### config.mk
export PLATFORM = sky130hd
export DESIGN_NAME = ivr_ctrl
export DESIGN_NICKNAME = d
export VERILOG_FILES = /design/src/core/ivr_pkg.sv /design/src/core/ivr_boot_base.sv /design/src/core/ivr_ctrl.sv
export VERILOG_INCLUDE_DIRS = /design/src /design/src/core
export SDC_FILE = /design/constraint.sdc
export NUM_CORES = 1
export LEC_CHECK = 0
export ABC_AREA = 1
export BUFFER_PORTS_ARGS = -buffer_cell sky130_fd_sc_hd__buf_4
export CAP_MARGIN = 20
export CORE_ASPECT_RATIO = 0.6
export CORE_MARGIN = 5
export CORE_UTILIZATION = 43
export DETAILED_ROUTE_END_ITERATION = 6
export GPL_TIMING_DRIVEN = 0
export PLACE_DENSITY = 0.79
export SYNTH_ARGS = -nofsm -noshare
export SYNTH_HDL_FRONTEND = slang
export SYNTH_SLANG_ARGS = --single-unit
### constraint.sdc
create_clock -name ref_clk -period 1.4 [get_ports ref_clk]
set_clock_uncertainty 0.05 [all_clocks]
set_input_delay 0.28 -clock ref_clk [delete_from_list [all_inputs] [get_ports ref_clk]]
set_output_delay 0.28 -clock ref_clk [all_outputs]
set_load 0.01 [all_outputs]
### src/core/ivr_map.svh
// Constants for the interrupt vector relocation block
`ifndef IVR_MAP_SVH
`define IVR_MAP_SVH
`define IVR_CTRL_OFFSET      6'h3b
`define IVR_BIT_CHANGE_EN    0
`define IVR_BIT_TABLE_SEL    1
`define IVR_CTRL_RESET       8'h00
`define IVR_CHANGE_WINDOW    3'h4
`define IVR_VEC_OFFSET       12'h001
`define IVR_ADDR_W           12
`endif

### src/core/ivr_pkg.sv
// Types for the interrupt vector relocation block
package ivr_pkg;
	typedef logic [11:0] ivr_addr_t;
	typedef logic [1:0]  ivr_boot_size_select_t;
	typedef enum logic [1:0] {
		IVR_IDLE  = 2'b01,
		IVR_ARMED = 2'b10
	} ivr_state_e;
endpackage

### src/core/ivr_boot_base.sv
// Boot section start address from the size fuses
`timescale 1ns/1ps
`include "ivr_map.svh"
module ivr_boot_base
	import ivr_pkg::*;
(
	input  wire ivr_pkg::ivr_boot_size_select_t boot_size_select,
	output ivr_pkg::ivr_addr_t        boot_base
);
	// 8K-byte flash, 4K words; fuse 00 gives the 2K-byte section
	always_comb begin
		case (boot_size_select)
			2'b11:   boot_base = 12'hf80;
			2'b10:   boot_base = 12'hf00;
			2'b01:   boot_base = 12'he00;
			default: boot_base = 12'hc00;
		endcase
	end
endmodule // ivr_boot_base

### src/core/ivr_ctrl.sv
// Interrupt vector relocation control register and interrupt blocking
`timescale 1ns/1ps
`include "ivr_map.svh"
module ivr_ctrl
	import ivr_pkg::*;
#(
	parameter int CHANGE_CYCLES = 4
)(
	input  wire logic                 ref_clk,
	input  wire logic                 nrst,
	input  wire logic                 io_wr,
	input  wire logic                 io_rd,
	input  wire logic [5:0]           io_addr,
	input  wire logic [7:0]           io_wdata,
	input  wire logic                 boot_reset_select,
	input  wire ivr_pkg::ivr_boot_size_select_t boot_size_select,
	input  wire logic                 app_boot_lock_bit,
	input  wire logic                 boot_section_lock_bit,
	input  wire logic                 exec_in_boot,
	input  wire logic                 instr_done,
	output logic [7:0]                io_rdata,
	output ivr_pkg::ivr_addr_t        reset_vector,
	output ivr_pkg::ivr_addr_t        vector_base,
	output logic                      irq_block
);
	import ivr_pkg::*;

	// Window counter is three bits wide
	if (CHANGE_CYCLES < 1 || CHANGE_CYCLES > 7) begin : g_bad_cycles
		$error("CHANGE_CYCLES out of range");
	end

	logic       vector_table_select_reg;
	logic       vector_change_enable_reg;
	logic [2:0] window_cnt_reg;
	logic       post_write_reg;
	ivr_state_e state_reg;
	ivr_addr_t  boot_base;
	logic       ctrl_wr;
	logic       lock_block;

	ivr_boot_base u_base (
		.boot_size_select (boot_size_select),
		.boot_base        (boot_base)
	);

	assign ctrl_wr = io_wr && (io_addr == `IVR_CTRL_OFFSET);

	// Change sequence: arming write, then timed window
	always_ff @(posedge ref_clk) begin
		if (!nrst) begin
			state_reg <= IVR_IDLE;
			window_cnt_reg <= 3'h0;
		end else begin
			case (state_reg)
				IVR_IDLE: begin
					if (ctrl_wr && io_wdata[`IVR_BIT_CHANGE_EN]) begin
						state_reg <= IVR_ARMED;
						window_cnt_reg <= 3'(CHANGE_CYCLES - 1);
					end
				end
				IVR_ARMED: begin
					// Write with enable clear is the select write
					if (ctrl_wr && !io_wdata[`IVR_BIT_CHANGE_EN]) begin
						state_reg <= IVR_IDLE;
					end else if (ctrl_wr) begin
						window_cnt_reg <= 3'(CHANGE_CYCLES - 1);
					end else if (window_cnt_reg == 3'h0) begin
						state_reg <= IVR_IDLE;
					end else begin
						window_cnt_reg <= window_cnt_reg - 3'h1;
					end
				end
				default: state_reg <= IVR_IDLE;
			endcase
		end
	end

	always_ff @(posedge ref_clk) begin
		if (!nrst)
			vector_change_enable_reg <= 1'b0;
		else if (ctrl_wr && io_wdata[`IVR_BIT_CHANGE_EN])
			vector_change_enable_reg <= 1'b1;
		else if (state_reg == IVR_ARMED && (ctrl_wr || window_cnt_reg == 3'h0))
			vector_change_enable_reg <= 1'b0;
		else if (state_reg == IVR_IDLE)
			vector_change_enable_reg <= 1'b0;
	end

	// Select changes only inside an armed window
	always_ff @(posedge ref_clk) begin
		if (!nrst)
			vector_table_select_reg <= 1'b0;
		else if (ctrl_wr && state_reg == IVR_ARMED && !io_wdata[`IVR_BIT_CHANGE_EN])
			vector_table_select_reg <= io_wdata[`IVR_BIT_TABLE_SEL];
	end

	// Hold the block through the instruction after the select write
	always_ff @(posedge ref_clk) begin
		if (!nrst)
			post_write_reg <= 1'b0;
		else if (ctrl_wr && state_reg == IVR_ARMED && !io_wdata[`IVR_BIT_CHANGE_EN])
			post_write_reg <= 1'b1;
		else if (instr_done)
			post_write_reg <= 1'b0;
	end

	// Lock bits are active low: zero means programmed
	always_comb begin
		lock_block = 1'b0;
		if (vector_table_select_reg && !app_boot_lock_bit && !exec_in_boot)
			lock_block = 1'b1;
		if (!vector_table_select_reg && !boot_section_lock_bit && exec_in_boot)
			lock_block = 1'b1;
	end

	// Separate output only; the core's global enable stays its own
	always_ff @(posedge ref_clk) begin
		if (!nrst)
			irq_block <= 1'b0;
		else
			irq_block <= (ctrl_wr && io_wdata[`IVR_BIT_CHANGE_EN])
				|| (state_reg == IVR_ARMED && !(window_cnt_reg == 3'h0 && !ctrl_wr))
				|| (ctrl_wr && state_reg == IVR_ARMED)
				|| (post_write_reg && !instr_done)
				|| lock_block;
	end

	// Vector addresses; fuse value one is unprogrammed
	always_ff @(posedge ref_clk) begin
		if (!nrst) begin
			reset_vector <= 12'h000;
			vector_base <= `IVR_VEC_OFFSET;
		end else begin
			reset_vector <= boot_reset_select ? 12'h000 : boot_base;
			vector_base <= vector_table_select_reg ? boot_base + `IVR_VEC_OFFSET
				: `IVR_VEC_OFFSET;
		end
	end

	always_ff @(posedge ref_clk) begin
		if (!nrst)
			io_rdata <= `IVR_CTRL_RESET;
		else if (io_rd && io_addr == `IVR_CTRL_OFFSET)
			io_rdata <= {6'h00, vector_table_select_reg, vector_change_enable_reg};
		else
			io_rdata <= 8'h00;
	end
endmodule // ivr_ctrl

* Word level (Yosys, flattened, before mapping) *
Index checks and enable logic that the tools add are counted.

operators by class
  add/sub/neg operators = 2
  eq/ne operators = 11
  multiplexer cells = 18
  bitwise operators = 1
  reduce and logical (&&, ||, !) cells = 36

operators by type and width
  kind                   number
  $pmux 10 s3            1
  $logic_and 1x1->1      14
  $add 12x1->12 const B  1
  $mux 3                 4
  $logic_not 1->1        8
  $mux 2                 4
  $mux 1                 7
  $eq 2x2->1 const B     3
  $eq 6x6->1 const B     1
  $ne 3x3->1 const B     2
  $pmux 3 s2             1
  $logic_or 1x1->1       5
  $eq 2x1->1 const B     2
  $ne 2x2->1 const B     2
  $pmux 2 s2             1
  $reduce_and 2->1       2
  $reduce_and 4->1       1
  $reduce_bool 2->1      2
  $logic_not 3->1        1
  $ne 3x2->1 const B     1
  $reduce_and 3->1       1
  $reduce_bool 3->1      1
  $sub 3x1->3 const B    1
  $reduce_or 2->1        1
  $not 1->1              1

storage, ports and cells
  register bits = 41
  output and inout bits = 33
  logic and storage cells = 78

* Longest topological paths before layout *
Gate-level depths: netlist of run 1.

  depth after elaboration = 10
  gate-level depth with buffers = 8

* By module *
From an unflattened synthesis of run 1, not the netlist that was laid out.

unflattened totals
  cells, all modules = 198
  area, all modules = 1511.4 um^2

modules (own cells, without submodules)
  module         times used  cells each  area each (um^2)  seq. area each (um^2)
  ivr_ctrl       1           181         1413.9            700.7
  ivr_boot_base  1           17          97.6              0.0

* Worst setup path before layout of run 1 *
Ideal clock, no wire load.

  path kind = register to register
  start point = register window_cnt_reg[0]
  end point = register window_cnt_reg[0]
  setup time = 0.114 ns
  data arrival time = 1.033 ns
  data required time = 1.236 ns
  slack = 0.203 ns
  cell stages (with the launch flop) = 9
  buffers on the path = 0
  period minus slack after synthesis = 1.197 ns
  path through = dfxtp_1 inv_1 ha_1 nand2_1 nand3_4 o21ai_4 nand2_1 nand2_1 nor2_2

between the ends
  word-level cells in the longest chain between the ends = 5

RTL lines
  element                   line            RTL
  start: declaration        ivr_ctrl.sv:35  logic [2:0] window_cnt_reg;
  start signal: assignment  ivr_ctrl.sv:59  window_cnt_reg <= 3'(CHANGE_CYCLES - 1);
  start signal: assignment  ivr_ctrl.sv:67  window_cnt_reg <= 3'(CHANGE_CYCLES - 1);
  start signal: assignment  ivr_ctrl.sv:71  window_cnt_reg <= window_cnt_reg - 3'h1;
  $sub 3x1->3               ivr_ctrl.sv:71
  $mux 3                    ivr_ctrl.sv:68  end else if (window_cnt_reg == 3'h0) begin
  $mux 3                    ivr_ctrl.sv:66  end else if (ctrl_wr) begin
  $mux 3                    ivr_ctrl.sv:64  if (ctrl_wr && !io_wdata[`IVR_BIT_CHANGE_EN]) begin
  $pmux 3 s2                ivr_ctrl.sv:55  case (state_reg)

Parallel ways exist; a longest one is shown, timed or not. The select of a mux whose other input is x is not followed.
A chain may end at the register's enable or synchronous reset.

* Final worst setup path of run 1 *
  start point = register window_cnt_reg[1]
  end point = register window_cnt_reg[0]

between the ends
  word-level cells in the longest chain between the ends = 3

RTL lines
  element                     line
  $logic_not 3->1             ivr_ctrl.sv:68
  $ne 3x3->1 (no line)        n/a
  $reduce_and 4->1 (no line)  n/a

No other way between the ends.

==> flow_summary.json, run 1 <==
{
  "critPathMaxStageDelay_ns": 0.33,
  "die_h_um": 47.5,
  "synth_compound_area_share_pct": 5.59,
  "switchingPower_w": 0.000264,
  "hold_end": "reset_vector[10]",
  "drt_wl_total_mm": 2.26,
  "tns_ns": 0,
  "vias_per_cell": 4.13,
  "synth_top_family_by_area": "simple AND/OR/NAND/NOR gates",
  "synth_fa_ha_area_share_pct": 2.48,
  "max_freq_mhz": 777,
  "worst_path_most_repeated_cell": "nand2_1",
  "pin_count": 58,
  "overflow": 0,
  "fp.dieW_um": 72.5,
  "async_flop_share_pct": 0,
  "crit_chain": "inv_1 > ha_1 > nand2_2 > nand3_4 > o21ai_4 > nand2_1 > nand2_1 > nor2_2",
  "rsz0062_at_grt": "false",
  "run_status": "completed",
  "fp-row-count": 13,
  "dieArea_mm2": 0.00344,
  "synth_top_area_share_pct": 37.8,
  "yosysTopAreaCell": "dfxtp_1",
  "p_leak_nw": 0.742,
  "path_class": "flip-flop to flip-flop",
  "fin_crit_ns": 1.29,
  "synth_common_cells": "buf_4, dfxtp_1, inv_1",
  "reg2regPathDepth": 8,
  "drt-initial-drc-count": 39,
  "antenna_found_initial": 0,
  "yosys_warnings": 0,
  "p_comb_share_pct": 15.3,
  "hold_viol": 0,
  "synth_seq_cells": 19,
  "drv_slew": 0,
  "ys_seq_area_share_pct": 37.8,
  "whs_path_depth": 2,
  "clock_path_buffers": 2,
  "synth.area.top_cells": "dfxtp_1, buf_4, inv_1, nand2_1, nor2_1",
  "crit_fanout": 5,
  "synth_xor_xnor_area_share_pct": 0.870,
  "ir_worst_vdd_mv": 0.428,
  "drtPass1Iterations": 5,
  "cts-root-buf": "clkbuf_8",
  "portBuffers": 31,
  "grt_max_degree": 12,
  "synth_ff_type": "dfxtp_1",
  "gp_congestion": 0.821,
  "drive_gt1_share_pct": 41.2,
  "power_density_mw_per_mm2": 787,
  "startpoint_type": "flip-flop",
  "diodes": 0,
  "syn_area_mm2": 0.00101,
  "clk_pin_slew_ns": 0.07,
  "place_ws_ns": 0.0917,
  "clk_latency_ns": 0.26,
  "regToRegSetupSlack_ns": 0.11,
  "core_mm2": 0.00220,
  "avgSynthCellArea_um2": 8.12,
  "worstHoldPathType": "input port to flip-flop",
  "synth-edff-count": 0,
  "vias": 855,
  "ant_nets": 0,
  "p_sw_share_pct": 24.0,
  "cts_sinks": 19,
  "ys_types": 23,
  "post-cts-setup-buffer-count": 0,
  "grt_pass1_vias": 785,
  "cap_violations": 0,
  "cts_tree": "done",
  "cts_buffers": 3,
  "min_from": "boot_reset_select",
  "wl_per_cell_um": 10.9,
  "clock_power_share_pct": 34.7,
  "yosys.area_share.simple_pct": 28.6,
  "setup_viol": 0,
  "worstPathRequired_ns": 1.50,
  "synthMuxAreaShare_pct": 0,
  "fin_nets": 205,
  "min_period_over_period_pct": 91.9,
  "seqPwrFrac_pct": 50.0,
  "dp_hpwl_mm": 1.89,
  "drc_errors": 0,
  "endpoint_kind": "flip-flop",
  "intPower_w": 0.000833,
  "cts_max_level": 1,
  "grt_pass1_wl_mm": 3.58,
  "r2r_end": "window_cnt_reg[0]",
  "setup_slack_ns": 0.114,
  "start_util_pct": 45.9,
  "worst_ep_arrival_time_ns": 1.39,
  "syn2layout_area_growth_pct": 38.4,
  "r2r_start": "window_cnt_reg[1]",
  "worst_path_max_delay_cell": "dfxtp_1",
  "synth_most_common_cell": "buf_4",
  "synthCells": 124,
  "grt_use_total_pct": 14.0
}
critical path: cells and delay by family, from the launching register on:
family | cells | cell delay, ns
and+or+nand+nor | 5 | 0.40
DFF | 1 | 0.33
adders and majority gates | 1 | 0.20
AOI/OAI and AO/OA | 1 | 0.11
buffers and inverters | 1 | 0.09
how the worst max path moves through the flow:
stage,from,end,slack (ns),depth (start not counted)
2_1_floorplan,window_cnt_reg[0],window_cnt_reg[0],0.20,8
3_3_place_gp,io_addr[2],window_cnt_reg[0],0.11,7
3_5_place_dp,window_cnt_reg[0],window_cnt_reg[0],0.09,8
4_1_cts,window_cnt_reg[0],window_cnt_reg[0],0.08,8
5_1_grt,window_cnt_reg[1],window_cnt_reg[0],0.03,8
6_report,window_cnt_reg[1],window_cnt_reg[0],0.11,8
placed cells by master, fill, tap and decap left out, types with 4 or more instances in the layout:
master,count
a21oi_1,7
conb_1,20
nand2_1,15
inv_1,17
nand3_1,4
buf_4,53
dfxtp_1,19
nor2_1,13
power by group through the flow:
| stage | logic (W) | clock network (W) | registers, W |
|---|---|---|---|
| floorplan | 0.0000957 | 0 | 0.000565 |
| global placement | 0.000160 | 0 | 0.000561 |
| detailed placement | 0.000163 | 0 | 0.000561 |
| CTS | 0.000164 | 0.000391 | 0.000549 |
| global route | 0.000183 | 0.000409 | 0.000549 |
| finish | 0.000167 | 0.000381 | 0.000549 |
repair_timing:
action	in CTS	in global routing
hold buffers	0	0
setup endpoints to repair	0	2
gates resized for setup	0	1
routing by layer:
metal  GRT usage [%]  wire [um]
met1            17.1        927
met2            22.4       1030
met3            5.45        244
met4            6.62         59
met5               0          0
layout make-up:
cell class                      instances  area [um^2]
Sequential cell                        19          380
Tap cell                               30         37.5
Clock buffer                            3         41.3
Multi-Input combinational cell         81          455
Fill cell                             194          802
Timing Repair Buffer                   31          233
Buffer                                 22          165
Clock inverter                          1         5.00
Inverter                               20         76.3
cell families after synthesis:
logic type | count (synthesis)
other cells | 2
simple gates | 49
compound gates | 9
flops | 19
xor+xnor | 1
fa+ha+maj | 2
buf+inv | 42
stage by stage:
step	instance area, um^2	instances	hold slack, ns	utilization, %	power, W
CTS	1390	207	0.133	63.4	0.00110
detailed placement	1350	203	0.409	61.3	0.000725
global route	1390	207	0.137	63.5	0.00114
floorplan	1070	142	0.314	-	0.000660
finish	1390	207	0.135	63.5	0.00110
global placement	1350	203	0.401	61.3	0.000721
Note: power is estimated with default switching activity, not from simulation.
==> run 2, diff against run 1 <==
--- a/config.mk
+++ b/config.mk
@@ -11,10 +11,11 @@
 export CAP_MARGIN = 20
 export CORE_ASPECT_RATIO = 0.6
 export CORE_MARGIN = 5
-export CORE_UTILIZATION = 43
+export CORE_UTILIZATION = 39
+export CTS_CLUSTER_DIAMETER = 40
 export DETAILED_ROUTE_END_ITERATION = 6
 export GPL_TIMING_DRIVEN = 0
-export PLACE_DENSITY = 0.79
+export PLACE_DENSITY = 0.75
 export SYNTH_ARGS = -nofsm -noshare
 export SYNTH_HDL_FRONTEND = slang
 export SYNTH_SLANG_ARGS = --single-unit
==> constraint.sdc (replaced) <==
create_clock -name ref_clk -period 1.15 [get_ports ref_clk]
set_clock_uncertainty 0.05 [all_clocks]
set_input_delay 0.23 -clock ref_clk [delete_from_list [all_inputs] [get_ports ref_clk]]
set_output_delay 0.23 -clock ref_clk [all_outputs]
set_load 0.01 [all_outputs]
==> flow_summary.json, run 2 (same netlist as run 1, synthesis figures left out) <==
{
  "run_status": "complete, but fails checks",
  "violations": "negative setup slack",
  "drt-initial-drc-count": 28,
  "setup_viol": 1,
  "grt_use_total_pct": 13.7,
  "grt_max_degree": 11,
  "clk_latency_ns": 0.25,
  "final_cell_mix": "buf_4, conb_1, nand2_1, dfxtp_1, inv_1",
  "hold_viol": 0,
  "drc_errors": 0,
  "fin_nets": 212,
  "p_leak_nw": 0.787,
  "cap_violations": 0,
  "clock_path_buffers": 2,
  "syn2layout_area_growth_pct": 49.7,
  "die_h_um": 49.4,
  "ctsHoldBuffers": 0,
  "drtPass1Iterations": 4,
  "dieArea_mm2": 0.00373,
  "crit_family": "simple AND/OR/NAND/NOR gates",
  "start_util_pct": 40.5,
  "min_period_over_period_pct": 104,
  "worstPathRequired_ns": 1.25,
  "power_density_mw_per_mm2": 880,
  "startpoint_type": "flip-flop",
  "worstHoldPathType": "input port to flip-flop",
  "final_common_cell": "buf_4",
  "cp_num_cells": 8,
  "cts_max_level": 1,
  "final_cell_area_mm2": 0.00151,
  "path_class": "flip-flop to flip-flop",
  "setup_slack_ns": -0.0492,
  "worst_path_max_delay_cell": "dfxtp_2",
  "max_freq_mhz": 834,
  "tns_ns": -0.0492,
  "gp_congestion": 0.795,
  "core_mm2": 0.00249,
  "vias": 870,
  "fp.dieW_um": 75.6,
  "pin_count": 58,
  "timing.hold.ws_ns": 0.0821,
  "grt_pass1_wl_mm": 3.88,
  "grt_pass1_vias": 894,
  "reg2regPathDepth": 8,
  "worst_ep_arrival_time_ns": 1.30,
  "fp-row-count": 14,
  "critPathMaxStageDelay_ns": 0.34,
  "cts_tree": "done",
  "cts_buffers": 3,
  "ant_nets": 0,
  "drt_wl_total_mm": 2.41,
  "clk_pin_slew_ns": 0.07,
  "portBuffers": 31,
  "overflow": 0,
  "path_buf_inv": 3,
  "cts_sinks": 19,
  "antenna_found_initial": 0,
  "drive_gt1_share_pct": 48.9,
  "placed_area_mm2": 0.00135,
  "diodes": 0,
  "whs_path_depth": 2,
  "fin_crit_ns": 1.20,
  "crit_chain": "inv_2 > nor2_4 > buf_6 > nand3_1 > inv_2 > nand2_1 > nand2_1 > nor2_2",
  "cts-root-buf": "clkbuf_8",
  "endpoint_kind": "flip-flop",
  "fin_total_pwr_w": 0.00133,
  "vias_per_cell": 4.03,
  "wl_per_cell_um": 11.1,
  "drv_slew": 0,
  "ir_worst_vdd_mv": 0.369,
  "dp_hpwl_mm": 1.83,
  "crit_fanout": 5,
  "rsz0062_at_grt": "true"
}
[run 2: changes by cell type in the layout (fill, tap and decap cells not counted), sizes merged]
cell | before | now
buf | 53 | 60
clkbuf | 3 | 4
clkinv | 2 | 1
[run 2: per-layer routing]
metal | share of wire (%) | wire length, um | GRT usage, %
met1 | 38 | 912 | 15.4
met2 | 50 | 1210 | 23.5
met3 | 10 | 242 | 4.73
met4 | 1.8 | 44 | 5.23
met5 | 0 | 0 | 0
[run 2: final timing paths]
kind	startpoint	to	slack [ns]
max	state_reg[1]	window_cnt_reg[0]	-0.05
min	boot_reset_select	reset_vector[10]	0.08
max reg2reg	state_reg[1]	window_cnt_reg[0]	-0.05
min reg2reg	vector_change_enable_reg	io_rdata[0]	0.41
[run 2: worst register-to-register path, cell delays in order (launching register included)]
cell and delay, ns:
dfxtp_2 0.34, inv_2 0.05, nor2_4 0.19, buf_6 0.14, nand3_1 0.10, inv_2 0.07
nand2_1 0.05, nand2_1 0.08, nor2_2 0.03
[run 2: what timing repair did]
item	in CTS	in global routing
buffers inserted	6	1
setup endpoints to repair	5	9
pin swaps	5	8
gates resized for setup	13	5
[run 2: metrics by stage]
step	setup WS, ns	cells	utilization [%]
after floorplan	0.0154	142	-
after global placement	-0.0885	205	54.3
after detailed placement	-0.0948	205	54.3
after CTS	-0.00346	215	59.5
after global routing	-0.110	216	60.6
final	-0.0492	216	60.6
[run 2: cell type report]
type / instances / area (um^2)
flip-flops and latches: 19 / 385
multi-input cells: 81 / 502
fillers: 221 / 980
inverters: 20 / 81.3
plain buffers: 22 / 165
well taps: 32 / 40.0
repair buffers: 38 / 289
clock buffers: 4 / 45.0
[run 2: power by group]
part	switching (W)	internal [W]
logic	0.0000944	0.000109
registers	0.00000277	0.000666
clock network	0.000208	0.000246
total	0.000305	0.00102
==> run 3, diff against run 2 <==
--- a/config.mk
+++ b/config.mk
@@ -11,11 +11,12 @@
 export CAP_MARGIN = 20
 export CORE_ASPECT_RATIO = 0.6
 export CORE_MARGIN = 5
-export CORE_UTILIZATION = 39
+export CORE_UTILIZATION = 44
 export CTS_CLUSTER_DIAMETER = 40
 export DETAILED_ROUTE_END_ITERATION = 6
 export GPL_TIMING_DRIVEN = 0
-export PLACE_DENSITY = 0.75
+export PLACE_DENSITY = 0.76
 export SYNTH_ARGS = -nofsm -noshare
 export SYNTH_HDL_FRONTEND = slang
+export SYNTH_HIERARCHICAL = 1
 export SYNTH_SLANG_ARGS = --single-unit
==> flow_summary.json, run 3 <==
{
  "ir_worst_vdd_mv": 0.575,
  "rsz0062_at_grt": "true",
  "grt_use_total_pct": 14.2,
  "grt_max_degree": 11,
  "cts_sinks": 35,
  "start_util_pct": 46.0,
  "endpoint_kind": "flip-flop",
  "regToRegSetupSlack_ns": -0.002,
  "grtUsageMet2_pct": 21.0,
  "grt_pass1_vias": 1196,
  "cap_violations": 0,
  "cts_max_level": 2,
  "finish.utilization_pct": 66.1,
  "cts_buffers": 5,
  "yosys_warnings": 6,
  "use_met3_pct": 4.31,
  "dp_hpwl_mm": 2.49,
  "synth.area.top_cells": "dfxtp_1, inv_1, buf_4, nand2_1, nor2_1",
  "multi_input_area_um2": 669,
  "synthMuxAreaShare_pct": 0,
  "worstHoldPathType": "input port to flip-flop",
  "portBuffers": 45,
  "whs_path_depth": 2,
  "setup_viol": 1,
  "fp-row-count": 16,
  "drc_errors": 0,
  "n_fill_cell": 288,
  "yosysTopAreaCell": "dfxtp_1",
  "ys_seq_area_share_pct": 46.4,
  "drt_wl_total_mm": 3.49,
  "grt_use_met1_pct": 18.6,
  "synth_seq_cells": 35,
  "async_flop_share_pct": 0,
  "overflow": 0,
  "dieArea_mm2": 0.00475,
  "max_freq_mhz": 868,
  "power_density_mw_per_mm2": 1120,
  "gp_congestion": 0.852,
  "ant_nets": 0,
  "drtPass1Iterations": 4,
  "hold_viol": 0,
  "r2r_end": "window_cnt_reg[1]",
  "wl_per_cell_um": 11.1,
  "ys_types": 27,
  "diodes": 0,
  "synth_most_common_cell": "dfxtp_1",
  "die_h_um": 55.4,
  "r2r_start": "state_reg[0]",
  "synth_xor_xnor_area_share_pct": 1.16,
  "min_from": "nrst",
  "seqCellArea_um2": 704,
  "avgSynthCellArea_um2": 7.63,
  "ctsHoldBuffers": 0,
  "timing.hold.ws_ns": 0.149,
  "synthCells": 198,
  "grt_pass1_wl_mm": 5.29,
  "crit_fanout": 6,
  "synth-edff-count": 0,
  "startpoint_type": "flip-flop",
  "clk_pin_slew_ns": 0.07,
  "synth_top_family_by_area": "simple AND/OR/NAND/NOR gates",
  "drive_gt1_share_pct": 36.8,
  "synth_compound_area_share_pct": 7.62,
  "hold_end": "state_reg[0]",
  "cts-root-buf": "clkbuf_8",
  "antenna_found_initial": 0,
  "setup_slack_ns": -0.00208,
  "fin_crit_ns": 1.15,
  "yosys.area_share.simple_pct": 25.2,
  "final_common_cell": "buf_4",
  "worst_ep_arrival_time_ns": 1.28,
  "fin_nets": 296,
  "drv_slew": 0,
  "core_mm2": 0.00328,
  "syn_area_mm2": 0.00151,
  "reg2regPathDepth": 9,
  "synth_common_cells": "dfxtp_1, inv_1, nand2_1",
  "cts_tree": "done",
  "syn2layout_area_growth_pct": 43.5,
  "final_cell_mix": "buf_4, dfxtp_1, inv_1",
  "vias_per_cell": 4.32,
  "run_status": "complete, but fails checks",
  "violations": "negative setup slack",
  "vias": 1356,
  "synth_top_area_share_pct": 46.4,
  "place_ws_ns": -0.211,
  "min_period_over_period_pct": 100,
  "worstPathRequired_ns": 1.28,
  "final_cell_area_mm2": 0.00217,
  "clk_latency_ns": 0.28,
  "synth_ff_type": "dfxtp_1",
  "drt-initial-drc-count": 58,
  "top_usage_layer": "met2",
  "pin_count": 58,
  "p_leak_nw": 1.05,
  "placed_area_mm2": 0.00196,
  "clock_path_buffers": 2,
  "path_class": "flip-flop to flip-flop",
  "fp.dieW_um": 85.7,
  "synth_fa_ha_area_share_pct": 2.48
}
run 3: cell count changes after synthesis, moves of 2 or more:
cell     change
nor2_1      +15
a21oi_1      +6
dfxtp_1     +16
nand3_1      +5
nand3_2      +2
nand2_1     +13
o21ai_0      +6
nor2_4       -2
inv_2        -2
buf_4        -7
nand3_4      -2
inv_1       +16
run 3: worst max-delay path by stage:
stage / slack, ns / cells past startpoint / start / endpoint
floorplan: -0.006 / 9 / state_reg[0] / window_cnt_reg[1]
global placement: -0.19 / 8 / io_addr[1] / window_cnt_reg[0]
detailed placement: -0.21 / 8 / io_addr[1] / window_cnt_reg[0]
CTS: -0.01 / 9 / state_reg[0] / window_cnt_reg[1]
global route: -0.06 / 9 / state_reg[0] / window_cnt_reg[1]
finish: -0.002 / 9 / state_reg[0] / window_cnt_reg[1]
run 3: critical path, stage by stage, from the launching register on:
cell      delay, ns
dfxtp_2        0.33
inv_2          0.05
nand2_2        0.08
clkinv_4       0.09
nor2_4         0.14
inv_1          0.05
nand2_1        0.08
nand3_1        0.07
nand2_1        0.06
nor2_1         0.04
run 3: repair_timing:
action,CTS,global route
buffers inserted,2,4
pin swaps,2,7
endpoints found under the setup margin,6,8
resized for setup,15,8
run 3: where the power goes:
group | switching (W) | internal [W]
registers | 0.00000566 | 0.00123
clock network | 0.000405 | 0.000546
logic | 0.000120 | 0.000123
run 3: cell families (layout without fill, tap and decap cells):
family                     count (synthesis)  count (layout)
AOI/OAI and AO/OA                         22              22
xor gates and xnor gates                   2               2
adders and majority gates                  3               3
buffers and inverters                     51             110
DFF                                       35              35
other                                      3              15
and+or+nand+nor                           82              82
run 3: layout make-up:
cell class / instances / share of cell area, %
Tap cell: 45 / 2.60
Clock buffer: 8 / 4.61
Buffer: 17 / 5.59
Multi-Input combinational cell: 124 / 30.9
Sequential cell: 35 / 32.5
Timing Repair Buffer: 51 / 17.6
Inverter: 34 / 6.23
run 3: per-stage QoR:
stage	TNS (ns)	power (W)	std cells
after floorplan	-0.00601	0.00140	210
after global placement	-0.841	0.00149	300
after detailed placement	-0.990	0.00149	300
after CTS	-0.0109	0.00244	310
after global routing	-0.201	0.00254	314
final	-0.00208	0.00243	314
run 3: metal layers:
layer	vias to the layer above	share of wire (%)
met5	-	0
met4	0	2.4
met3	10	6.8
met2	44	42
met1	586	49
li1	716	-
